$ cat config.mk
export PLATFORM = sky130hd
export DESIGN_NAME = dso_selector
export DESIGN_NICKNAME = d
export VERILOG_FILES = /design/src/inc/dso_pkg.sv /design/src/hdl/dso_selector.sv
export SDC_FILE = /design/constraint.sdc
export NUM_CORES = 1
export LEC_CHECK = 0
export BUFFER_PORTS_ARGS = -buffer_cell sky130_fd_sc_hd__buf_2
export CORE_UTILIZATION = 56
export DETAILED_ROUTE_END_ITERATION = 6
export PLACE_DENSITY = 0.77
export SYNTH_ARGS = -nofsm -noshare
export SYNTH_HDL_FRONTEND = slang
export SYNTH_SLANG_ARGS = --single-unit
$ cat constraint.sdc
create_clock -name i_clk -period 3.28 [get_ports i_clk]
set_clock_uncertainty 0.2 [all_clocks]
set_input_delay 0.656 -clock i_clk [delete_from_list [all_inputs] [get_ports i_clk]]
set_output_delay 0.656 -clock i_clk [all_outputs]
set_load 0.05 [all_outputs]
$ cat src/inc/dso_pkg.sv
/*
 * Shared constants and types of the drive status output selector.
 * Assumes one 10 MHz drive control clock for every user of the package.
 */
`default_nettype none
package dso_pkg;
  // Clock and timing; the limiting times are in milliseconds.
  localparam int CLK_HZ         = 10_000_000;
  localparam int MS_PER_S       = 1000;
  localparam int CYC_PER_MS     = CLK_HZ / MS_PER_S;
  localparam int LIMIT_HOLD_MS  = 100;
  localparam int LIMIT_DELAY_MS = 20;
  localparam int MS_CNT_W       = 16;
  localparam int LIM_CNT_W      = 8;
  // Register port.
  localparam int ADDR_W     = 4;
  localparam int DATA_W     = 16;
  localparam int CODE_W     = 11;
  localparam int TERM_COUNT = 5;
  localparam logic [3:0] REG_CTRL       = 4'h0;
  localparam logic [3:0] REG_START_FREQ = 4'h1;
  localparam logic [3:0] REG_STOP_FREQ  = 4'h2;
  localparam logic [3:0] REG_UV_LEVEL   = 4'h3;
  localparam logic [3:0] REG_STATUS     = 4'h4;
  localparam logic [3:0] REG_TERM_BASE  = 4'h8;
  // Control register fields.
  localparam int CTRL_MODE_LSB   = 0;
  localparam int CTRL_KEYPAD_BIT = 3;
  localparam logic [2:0] MODE_VF     = 3'h0;
  localparam logic [2:0] MODE_PG_VF  = 3'h1;
  localparam logic [2:0] MODE_NO_PG  = 3'h2;
  localparam logic [2:0] MODE_PG     = 3'h3;
  localparam logic [2:0] MODE_TORQUE = 3'h4;
  // Reset values.
  localparam logic [15:0] CTRL_RST       = 16'h0000;
  localparam logic [15:0] START_FREQ_RST = 16'h0005;
  localparam logic [15:0] STOP_FREQ_RST  = 16'h0002;
  localparam logic [15:0] UV_LEVEL_RST   = 16'h00C8;
  localparam logic [10:0] TERM_CFG_RST   = 11'h7FF;
  // Function codes.
  localparam logic [10:0] INV_OFFSET     = 11'h3E8;
  localparam logic [10:0] FC_RUN         = 11'h000;
  localparam logic [10:0] FC_UNDERVOLT   = 11'h003;
  localparam logic [10:0] FC_TORQUE_POL  = 11'h004;
  localparam logic [10:0] FC_LIMIT       = 11'h005;
  localparam logic [10:0] FC_KEYPAD      = 11'h008;
  localparam logic [10:0] FC_READY       = 11'h00A;
  localparam logic [10:0] FC_LINE_SW_A   = 11'h00B;
  localparam logic [10:0] FC_LINE_SW_C   = 11'h00D;
  localparam logic [10:0] FC_CONTACTOR   = 11'h00F;
  localparam logic [10:0] FC_LIMIT_DLY   = 11'h016;
  localparam logic [10:0] FC_OUT_ACTIVE  = 11'h023;
  localparam logic [10:0] FC_MOTOR1      = 11'h030;
  localparam logic [10:0] FC_MOTOR4      = 11'h033;
  localparam logic [10:0] FC_FWD_RUNNING = 11'h034;
  localparam logic [10:0] FC_REV_RUNNING = 11'h035;
  localparam logic [10:0] FC_REMOTE      = 11'h036;
  localparam logic [10:0] FC_THERMISTOR  = 11'h038;
  localparam logic [10:0] FC_ARRIVAL     = 11'h048;
  localparam logic [10:0] FC_ANY_ALARM   = 11'h063;
  localparam logic [10:0] FC_CUSTOM1     = 11'h06F;
  localparam logic [10:0] FC_CUSTOM5     = 11'h073;

  typedef enum logic [1:0] {
    CT_OFF,
    CT_ON,
    CT_STOPPING
  } dso_ct_state_type;

  typedef struct packed {
    logic              wr;
    logic              rd;
    logic [ADDR_W-1:0] addr;
    logic [DATA_W-1:0] wdata;
  } dso_bus_req_type;

  typedef struct packed {
    logic [15:0] out_freq;
    logic [15:0] dc_volt;
    logic        torque_braking;
    logic        dc_braking;
    logic        dew_prevent;
    logic        pre_exciting;
    logic        zero_speed;
    logic        servo_lock;
    logic [3:0]  limit_actions;
    logic        hw_prep_done;
    logic        protect_active;
    logic        uv_trip;
    logic        forward_run_command;
    logic        stop_cmd;
    logic        coast_cmd;
    logic        alarm;
    logic        motor_stopped;
    logic [1:0]  motor_sel;
    logic        forward_running_flag;
    logic        reverse_running_flag;
    logic        remote_mode_flag;
    logic        thermistor_overheat_flag;
    logic        arrival_window_flag;
    logic [4:0]  custom_logic_out;
  } dso_drive_in_type;

  typedef struct packed {
    logic run_flag;
    logic output_active_flag;
    logic undervoltage_flag;
    logic torque_pol_flag;
    logic output_limit_flag;
    logic delayed_limit_flag;
    logic keypad_source_flag;
    logic ready_flag;
    logic mains_contactor_ctrl;
  } dso_flags_type;
endpackage
`default_nettype wire

$ cat src/hdl/dso_selector.sv
/*
 * Drive status flag derivation and routing to the digital output
 * terminals, with a small register port for configuration.
 * Assumes every drive input comes from logic on the same 10 MHz clock
 * and that the register master never issues both strobes at once.
 */
// What this block does
// - Terminal shows flag for base code, inverted for code plus 1000.
// - Running and output-active flags follow start/stop frequency hysteresis.
// - Running flag is off during DC braking and dew prevention.
// - Output-active stays on in DC braking, pre-exciting, zero speed, dew.
// - Vector control with zero speed or servo-lock sets both run flags.
// - Undervoltage flag follows DC link voltage against configured level.
// - Undervoltage flag also holds during an undervoltage trip stop.
// - Run commands are ignored while undervoltage flag is on.
// - Torque polarity flag is low when driving, high when braking.
// - Output-limit flag follows any limiting, each pulse at least 100 ms.
// - Delayed limit flag needs 20 ms of continuous limiting.
// - Torque, software current, hardware current, anti-regen all count.
// - Keypad-source flag follows keypad selected as run source.
// - Ready flag needs preparation done and no protection active.
// - Contactor control on with forward run, off after stop decel.
// - Contactor control off at once on coast stop or alarm.
// - Arrival window code 72 is inactive under torque control.
// - Codes 111 to 115 route the five custom logic outputs.
// - Codes 52, 56, 99 select forward running, thermistor, any alarm.
`default_nettype none
module dso_selector #(
  parameter int P_CYC_PER_MS     = dso_pkg::CYC_PER_MS,
  parameter int P_LIMIT_HOLD_MS  = dso_pkg::LIMIT_HOLD_MS,
  parameter int P_LIMIT_DELAY_MS = dso_pkg::LIMIT_DELAY_MS
) (
  input  wire logic                            i_clk,
  input  wire logic                            i_resetn,
  input  wire dso_pkg::dso_bus_req_type        i_bus,
  output logic [dso_pkg::DATA_W-1:0]           o_rdata,
  input  wire dso_pkg::dso_drive_in_type       i_drive,
  output logic [dso_pkg::TERM_COUNT-1:0]       o_term,
  output logic                                 o_run_accept,
  output dso_pkg::dso_flags_type               o_flags
);
  import dso_pkg::*;

  typedef struct packed {
    logic [15:0]                      ctrl;
    logic [15:0]                      start_freq;
    logic [15:0]                      stop_freq;
    logic [15:0]                      uv_level;
    logic [TERM_COUNT-1:0][CODE_W-1:0] term_cfg;
    logic [DATA_W-1:0]                rdata;
    logic                             run_core;
    logic                             uv_core;
    logic [MS_CNT_W-1:0]              ms_cnt;
    logic [LIM_CNT_W-1:0]             hold_cnt;
    logic [LIM_CNT_W-1:0]             dly_cnt;
    dso_ct_state_type                 ct_state;
    dso_flags_type                    flags;
    logic [TERM_COUNT-1:0]            term;
    logic                             run_accept;
  } dso_state_type;

  localparam logic [MS_CNT_W-1:0] MS_LAST =
    MS_CNT_W'(P_CYC_PER_MS - 1);
  localparam logic [LIM_CNT_W-1:0] HOLD_TICKS =
    LIM_CNT_W'(P_LIMIT_HOLD_MS);
  localparam logic [LIM_CNT_W-1:0] DELAY_TICKS =
    LIM_CNT_W'(P_LIMIT_DELAY_MS);

  dso_state_type state_reg;
  dso_state_type state_next;

  // Codes whose negative-logic form does not exist are refused.
  function automatic logic code_allowed(input logic [CODE_W-1:0] code);
    logic [CODE_W-1:0] base;
    base = code - INV_OFFSET;
    code_allowed = 1'b1;
    if (code >= INV_OFFSET && base >= FC_LINE_SW_A &&
        base <= FC_LINE_SW_C) begin
      code_allowed = 1'b0;
    end
  endfunction

  function automatic logic select_flag(
    input logic [CODE_W-1:0] code,
    input dso_flags_type     fl,
    input dso_drive_in_type  dr,
    input logic              torque_mode
  );
    logic              inv;
    logic              ok;
    logic              f;
    logic [CODE_W-1:0] base;
    inv = (code >= INV_OFFSET);
    base = inv ? code - INV_OFFSET : code;
    ok = 1'b1;
    f = 1'b0;
    case (base)
      FC_RUN:         f = fl.run_flag;
      FC_UNDERVOLT:   f = fl.undervoltage_flag;
      FC_TORQUE_POL:  f = fl.torque_pol_flag;
      FC_LIMIT:       f = fl.output_limit_flag;
      FC_KEYPAD:      f = fl.keypad_source_flag;
      FC_READY:       f = fl.ready_flag;
      FC_CONTACTOR:   f = fl.mains_contactor_ctrl;
      FC_LIMIT_DLY:   f = fl.delayed_limit_flag;
      FC_OUT_ACTIVE:  f = fl.output_active_flag;
      FC_FWD_RUNNING: f = dr.forward_running_flag;
      FC_REV_RUNNING: f = dr.reverse_running_flag;
      FC_REMOTE:      f = dr.remote_mode_flag;
      FC_THERMISTOR:  f = dr.thermistor_overheat_flag;
      FC_ANY_ALARM:   f = dr.alarm;
      FC_ARRIVAL: begin
        f = dr.arrival_window_flag;
        ok = !torque_mode;
      end
      default: begin
        if (base >= FC_MOTOR1 && base <= FC_MOTOR4) begin
          f = (dr.motor_sel == 2'(base - FC_MOTOR1));
        end else if (base >= FC_CUSTOM1 && base <= FC_CUSTOM5) begin
          f = dr.custom_logic_out[3'(base - FC_CUSTOM1)];
        end else begin
          ok = 1'b0;
        end
      end
    endcase
    if (!ok || !code_allowed(code)) begin
      select_flag = 1'b0;
    end else begin
      select_flag = f ^ inv;
    end
  endfunction

  always_comb begin
    logic              tick;
    logic              lim_any;
    logic              vec_hold;
    logic [2:0]        mode;
    logic [CODE_W-1:0] wcode;
    logic [ADDR_W-1:0] tidx;
    state_next = state_reg;
    tick = 1'b0;
    lim_any = 1'b0;
    vec_hold = 1'b0;
    mode = state_reg.ctrl[CTRL_MODE_LSB +: 3];
    wcode = i_bus.wdata[CODE_W-1:0];
    tidx = i_bus.addr - REG_TERM_BASE;

    // Register writes.
    if (i_bus.wr) begin
      case (i_bus.addr)
        REG_CTRL:       state_next.ctrl = i_bus.wdata;
        REG_START_FREQ: state_next.start_freq = i_bus.wdata;
        REG_STOP_FREQ:  state_next.stop_freq = i_bus.wdata;
        REG_UV_LEVEL:   state_next.uv_level = i_bus.wdata;
        default: begin
          if (i_bus.addr >= REG_TERM_BASE &&
              tidx < ADDR_W'(TERM_COUNT) &&
              code_allowed(wcode)) begin
            state_next.term_cfg[tidx] = wcode;
          end
        end
      endcase
    end

    // Register reads; the data stand only in the following cycle.
    state_next.rdata = '0;
    if (i_bus.rd) begin
      case (i_bus.addr)
        REG_CTRL:       state_next.rdata = state_reg.ctrl;
        REG_START_FREQ: state_next.rdata = state_reg.start_freq;
        REG_STOP_FREQ:  state_next.rdata = state_reg.stop_freq;
        REG_UV_LEVEL:   state_next.rdata = state_reg.uv_level;
        REG_STATUS: begin
          state_next.rdata = DATA_W'({state_reg.term,
                                      state_reg.run_accept,
                                      state_reg.flags});
        end
        default: begin
          if (i_bus.addr >= REG_TERM_BASE &&
              tidx < ADDR_W'(TERM_COUNT)) begin
            state_next.rdata =
              DATA_W'(state_reg.term_cfg[tidx]);
          end
        end
      endcase
    end

    // Millisecond enable pulse for the limiting timers.
    tick = (state_reg.ms_cnt == MS_LAST);
    state_next.ms_cnt = tick ? '0 : state_reg.ms_cnt + 1'b1;

    // Frequency hysteresis shared by both running flags.
    if (i_drive.out_freq > state_reg.start_freq) begin
      state_next.run_core = 1'b1;
    end else if (i_drive.out_freq < state_reg.stop_freq) begin
      state_next.run_core = 1'b0;
    end
    vec_hold = (mode == MODE_NO_PG || mode == MODE_PG) &&
               (i_drive.zero_speed || i_drive.servo_lock);
    state_next.flags.run_flag = vec_hold ||
      (state_reg.run_core && !i_drive.dc_braking &&
       !i_drive.dew_prevent);
    state_next.flags.output_active_flag = vec_hold ||
      state_reg.run_core || i_drive.dc_braking ||
      i_drive.pre_exciting || i_drive.zero_speed ||
      i_drive.dew_prevent;

    // Undervoltage with the level as the switching point.
    if (i_drive.dc_volt < state_reg.uv_level) begin
      state_next.uv_core = 1'b1;
    end else if (i_drive.dc_volt > state_reg.uv_level) begin
      state_next.uv_core = 1'b0;
    end
    state_next.flags.undervoltage_flag =
      state_reg.uv_core || i_drive.uv_trip;

    state_next.flags.torque_pol_flag = i_drive.torque_braking;

    // Limiting: the hold counter runs from the flag's rising edge so a
    // short burst still gives a pulse of the full minimum width.
    lim_any = |i_drive.limit_actions;
    if (!state_reg.flags.output_limit_flag) begin
      state_next.hold_cnt = '0;
      state_next.flags.output_limit_flag = lim_any;
    end else begin
      if (tick && state_reg.hold_cnt <= HOLD_TICKS) begin
        state_next.hold_cnt = state_reg.hold_cnt + 1'b1;
      end
      if (!lim_any && state_reg.hold_cnt > HOLD_TICKS) begin
        state_next.flags.output_limit_flag = 1'b0;
      end
    end
    // One spare tick absorbs the unknown phase of the first pulse.
    if (!lim_any) begin
      state_next.dly_cnt = '0;
    end else if (tick && state_reg.dly_cnt <= DELAY_TICKS) begin
      state_next.dly_cnt = state_reg.dly_cnt + 1'b1;
    end
    state_next.flags.delayed_limit_flag =
      lim_any && (state_reg.dly_cnt > DELAY_TICKS);

    state_next.flags.keypad_source_flag =
      state_reg.ctrl[CTRL_KEYPAD_BIT];
    state_next.flags.ready_flag =
      i_drive.hw_prep_done && !i_drive.protect_active;

    // Run command gating and the mains contactor sequence.
    state_next.run_accept = i_drive.forward_run_command &&
      !state_reg.flags.undervoltage_flag;
    case (state_reg.ct_state)
      CT_OFF: begin
        if (state_reg.run_accept) begin
          state_next.ct_state = CT_ON;
        end
      end
      CT_ON: begin
        if (i_drive.stop_cmd) begin
          state_next.ct_state = CT_STOPPING;
        end
      end
      CT_STOPPING: begin
        if (state_reg.run_accept) begin
          state_next.ct_state = CT_ON;
        end else if (i_drive.motor_stopped) begin
          state_next.ct_state = CT_OFF;
        end
      end
      default: state_next.ct_state = CT_OFF;
    endcase
    if (i_drive.coast_cmd || i_drive.alarm) begin
      state_next.ct_state = CT_OFF;
    end
    state_next.flags.mains_contactor_ctrl =
      (state_next.ct_state != CT_OFF);

    // Terminal routing uses the registered flags.
    for (int t = 0; t < TERM_COUNT; t++) begin
      state_next.term[t] = select_flag(state_reg.term_cfg[t],
        state_reg.flags, i_drive, mode == MODE_TORQUE);
    end
  end

  always_ff @(posedge i_clk or negedge i_resetn) begin
    if (!i_resetn) begin
      state_reg            <= '0;
      state_reg.ctrl       <= CTRL_RST;
      state_reg.start_freq <= START_FREQ_RST;
      state_reg.stop_freq  <= STOP_FREQ_RST;
      state_reg.uv_level   <= UV_LEVEL_RST;
      state_reg.term_cfg   <= {TERM_COUNT{TERM_CFG_RST}};
      state_reg.ct_state   <= CT_OFF;
    end else begin
      state_reg <= state_next;
    end
  end

  assign o_rdata      = state_reg.rdata;
  assign o_term       = state_reg.term;
  assign o_run_accept = state_reg.run_accept;
  assign o_flags      = state_reg.flags;
endmodule
`default_nettype wire

==> results.md <==
* Met3 usage at 0.0753
* CTS sink cnt at 186
* Hold_ws at 0.0398 ns
* Gr busiest metal: met2
* Vias at 13400
* Post-DR vias/cell at 6.46
* Initial antenna violation count at 0
* Flip-flop count of the largest register after layout at 154
* Post-synth ARST share at 1.00
* Antenna Nets Post-Route at 0
* RSZ-0062 raised after global routing: yes
* Setup violators final at 0
* Worst setup SP type: register
* Worst Hold Class: in2async
* Yosys warns at 0
* Post-layout nets at 1897
* Number of synthesized flops with an enable pin at 0
* Final hold violations at 0
* Global placement routability congestion at 0.960
* Register clock-pin slew on the reported worst setup and hold paths at 0.08 ns
* VDD IR max at 0.322 mV
* Setup WS post-layout at 0.0319 ns
* LEAKAGE at 7.15 nW
* Post-detailed-routing wire length at 45000 um
* Crit path capture type: register
* Top cells by area, synth: dfrtp_1 (22%), dfstp_2 (11%), ha_1 (7.8%), mux2_2 (7.3%), nand2_1 (3.5%)
* Max transition margin at 0.248
* Achievable Freq at 0.308 GHz
* Row cnt at 58
* GR Util met2 at 0.537
* Netlist cell types at 85
* Top-area cell type share of the netlist area at 0.218
* CTS tree: yes
* Seq/Total Area, Yosys at 0.330
* Avg WL per Cell at 21.8 um
* Met1 Use GR at 0.455
* Max-cap violations at 0
* Commonest non-fill, non-tap cell in the layout: nand2_1
* DR DRC count at 0
* Setup TNS at 0 ns
* Pre-CTS setup slack at -0.183 ns
* Gr ovfl total at 0
* Gr usage total at 0.344
* First-pass GRT wire length at 69400 um
* Main synth FF type: dfrtp_1
* Most frequent cells in the layout: nand2_1 (134), dfrtp_1 (125), buf_2 (115), buf_4 (112), nor2_1 (107)
* Finished Layout Cells at 2066
* HPWL Detailed at 33200 um
* Post-synthesis register bit count at 186
* Slew Limit Fails at 0
* Synthesized area at 14400 um2
* Die Height at 162 um
* Crit path max fanout at 4
* Max clock buf depth at 2
* Area growth syn-to-layout at 14.9%
* Worst-skew pair later-pin latency at 0.44 ns
* Vias in the first global route at 12800
* First drt pass iteration count at 6
* Syn_nets at 1780
* Syn Area/Cell at 8.94 um2
* Die X at 162 um
* Min Tclk post-route at 3.25 ns
* Cells after DPL at 2021
* Initial Util at 0.570
* PortBufs at 116
* Cell taking the most area after synthesis: dfrtp_1
* Crit share post-route at 0.990
* P per Cell Area at 593 nW/um2
* Core area at 25200 um2
* Cells after Synth at 1605
* Clock root buffer master: clkbuf_16
* Critical Path AT at 3.42 ns
* Status: completed
* Drt initial violations at 1215
* Share of layout cells above drive strength 1 at 0.289
* Crit Path Class: reg2reg
* CP required at 3.45 ns
* Largest net degree at the start of global routing at 70
* H-tree Lvls at 4
* Total die area at 26300 um2
* CTS buffer count at 17
* # IOs at 117
* Worst-Margin Slew at 1.12 ns
[metal layers]
metal	share of wire	vias up	routed length [um]
met1	0.41	6461	18300
li1	-	6035	-
met5	0	-	0
met4	0.045	0	2040
met2	0.45	698	20200
met3	0.099	159	4470
[cells by family (layout without fill, tap and decap cells)]
group                      Yosys count  in the layout  share of synthesized area
AOI/OAI and AO/OA                  385            385                      0.180
xor gates and xnor gates            53             53                     0.0336
adders and majority gates           89             89                     0.0776
buffers and inverters              225            355                     0.0678
DFF                                186            186                      0.330
muxes                              150            150                      0.128
other                                0              1                          0
and+or+nand+nor                    517            517                      0.183
[synthesized netlist by cell type, drive strengths merged, types with 11 or more instances]
cell type	instances
nor4	12
o21a	15
buf	41
and2	12
ha	89
nand2	135
a22oi	32
o22ai	15
inv	92
a21o	16
nor2	110
mux2i	40
nand3	42
mux2	93
a31oi	15
and3	13
a211oi	25
o211ai	15
nor2b	36
xor2	22
nor3b	14
nor3	38
nand3b	16
clkbuf	92
dfstp	61
a21oi	69
dfrtp	125
xnor2	31
o21ai	95
mux4	17
or2	11
a2111oi	14
nand2b	17
nand4	27
[power breakdown]
group / total (mW) / internal (mW) / switching (mW)
sequential: 3.37 / 2.81 / 0.564
clock: 2.08 / 1.10 / 0.986
combinational: 4.33 / 1.92 / 2.41
total: 9.79 / 5.83 / 3.96
[stage by stage]
stage	power [mW]	area, um2	util
2_1_floorplan	6.10	14500	-
3_3_place_gp	7.28	15600	0.621
3_5_place_dp	7.41	15600	0.621
4_1_cts	9.50	16200	0.645
5_1_grt	10.3	16500	0.655
6_report	9.79	16500	0.655
[worst max-delay path, cell delays in order (launching register included)]
cell      delay (ns)
dfstp_2         0.60
inv_2           0.07
ha_4            0.17
a211oi_4        0.30
or3_4           0.20
nand2_2         0.05
or4_4           0.51
a211o_1         0.29
or3b_1          0.37
nor4b_4         0.14
xor2_1          0.16
nor3_2          0.11
[area by class of cell]
type / count / area, um2
inverter: 92 / 345
timing repair buffer: 231 / 1490
sequential: 186 / 4730
clock buffer: 20 / 447
antenna: 1 / 2.50
fill: 1996 / 8690
clock inverter: 12 / 134
multi-input combinational: 1194 / 8930
tap: 330 / 413
[worst paths after layout]
path | depth (start not counted) | slack [ns] | from | endpoint
setup / recovery | 11 | 0.03 | state_reg[81] | o_term[1]
hold / removal | 1 | 0.04 | i_resetn | o_rdata[2]
setup reg to reg | 11 | 0.03 | state_reg[81] | o_term[1]
hold reg to reg | 0 | 0.22 | state_next[8] | o_flags[2]
max in group asynchronous | 2 | 2.13 | i_resetn | state_reg[106]
min in group i_clk | 1 | 0.12 | i_drive[29] | o_flags[5]
[what timing repair did]
item | in CTS | in global routing
resized for setup | 3 | 39
buffers inserted | 0 | 12
endpoints found under the setup margin | 3 | 5
hold buffers | 0 | 0
pin swaps | 2 | 18
Power figures use the tool's default switching activity.
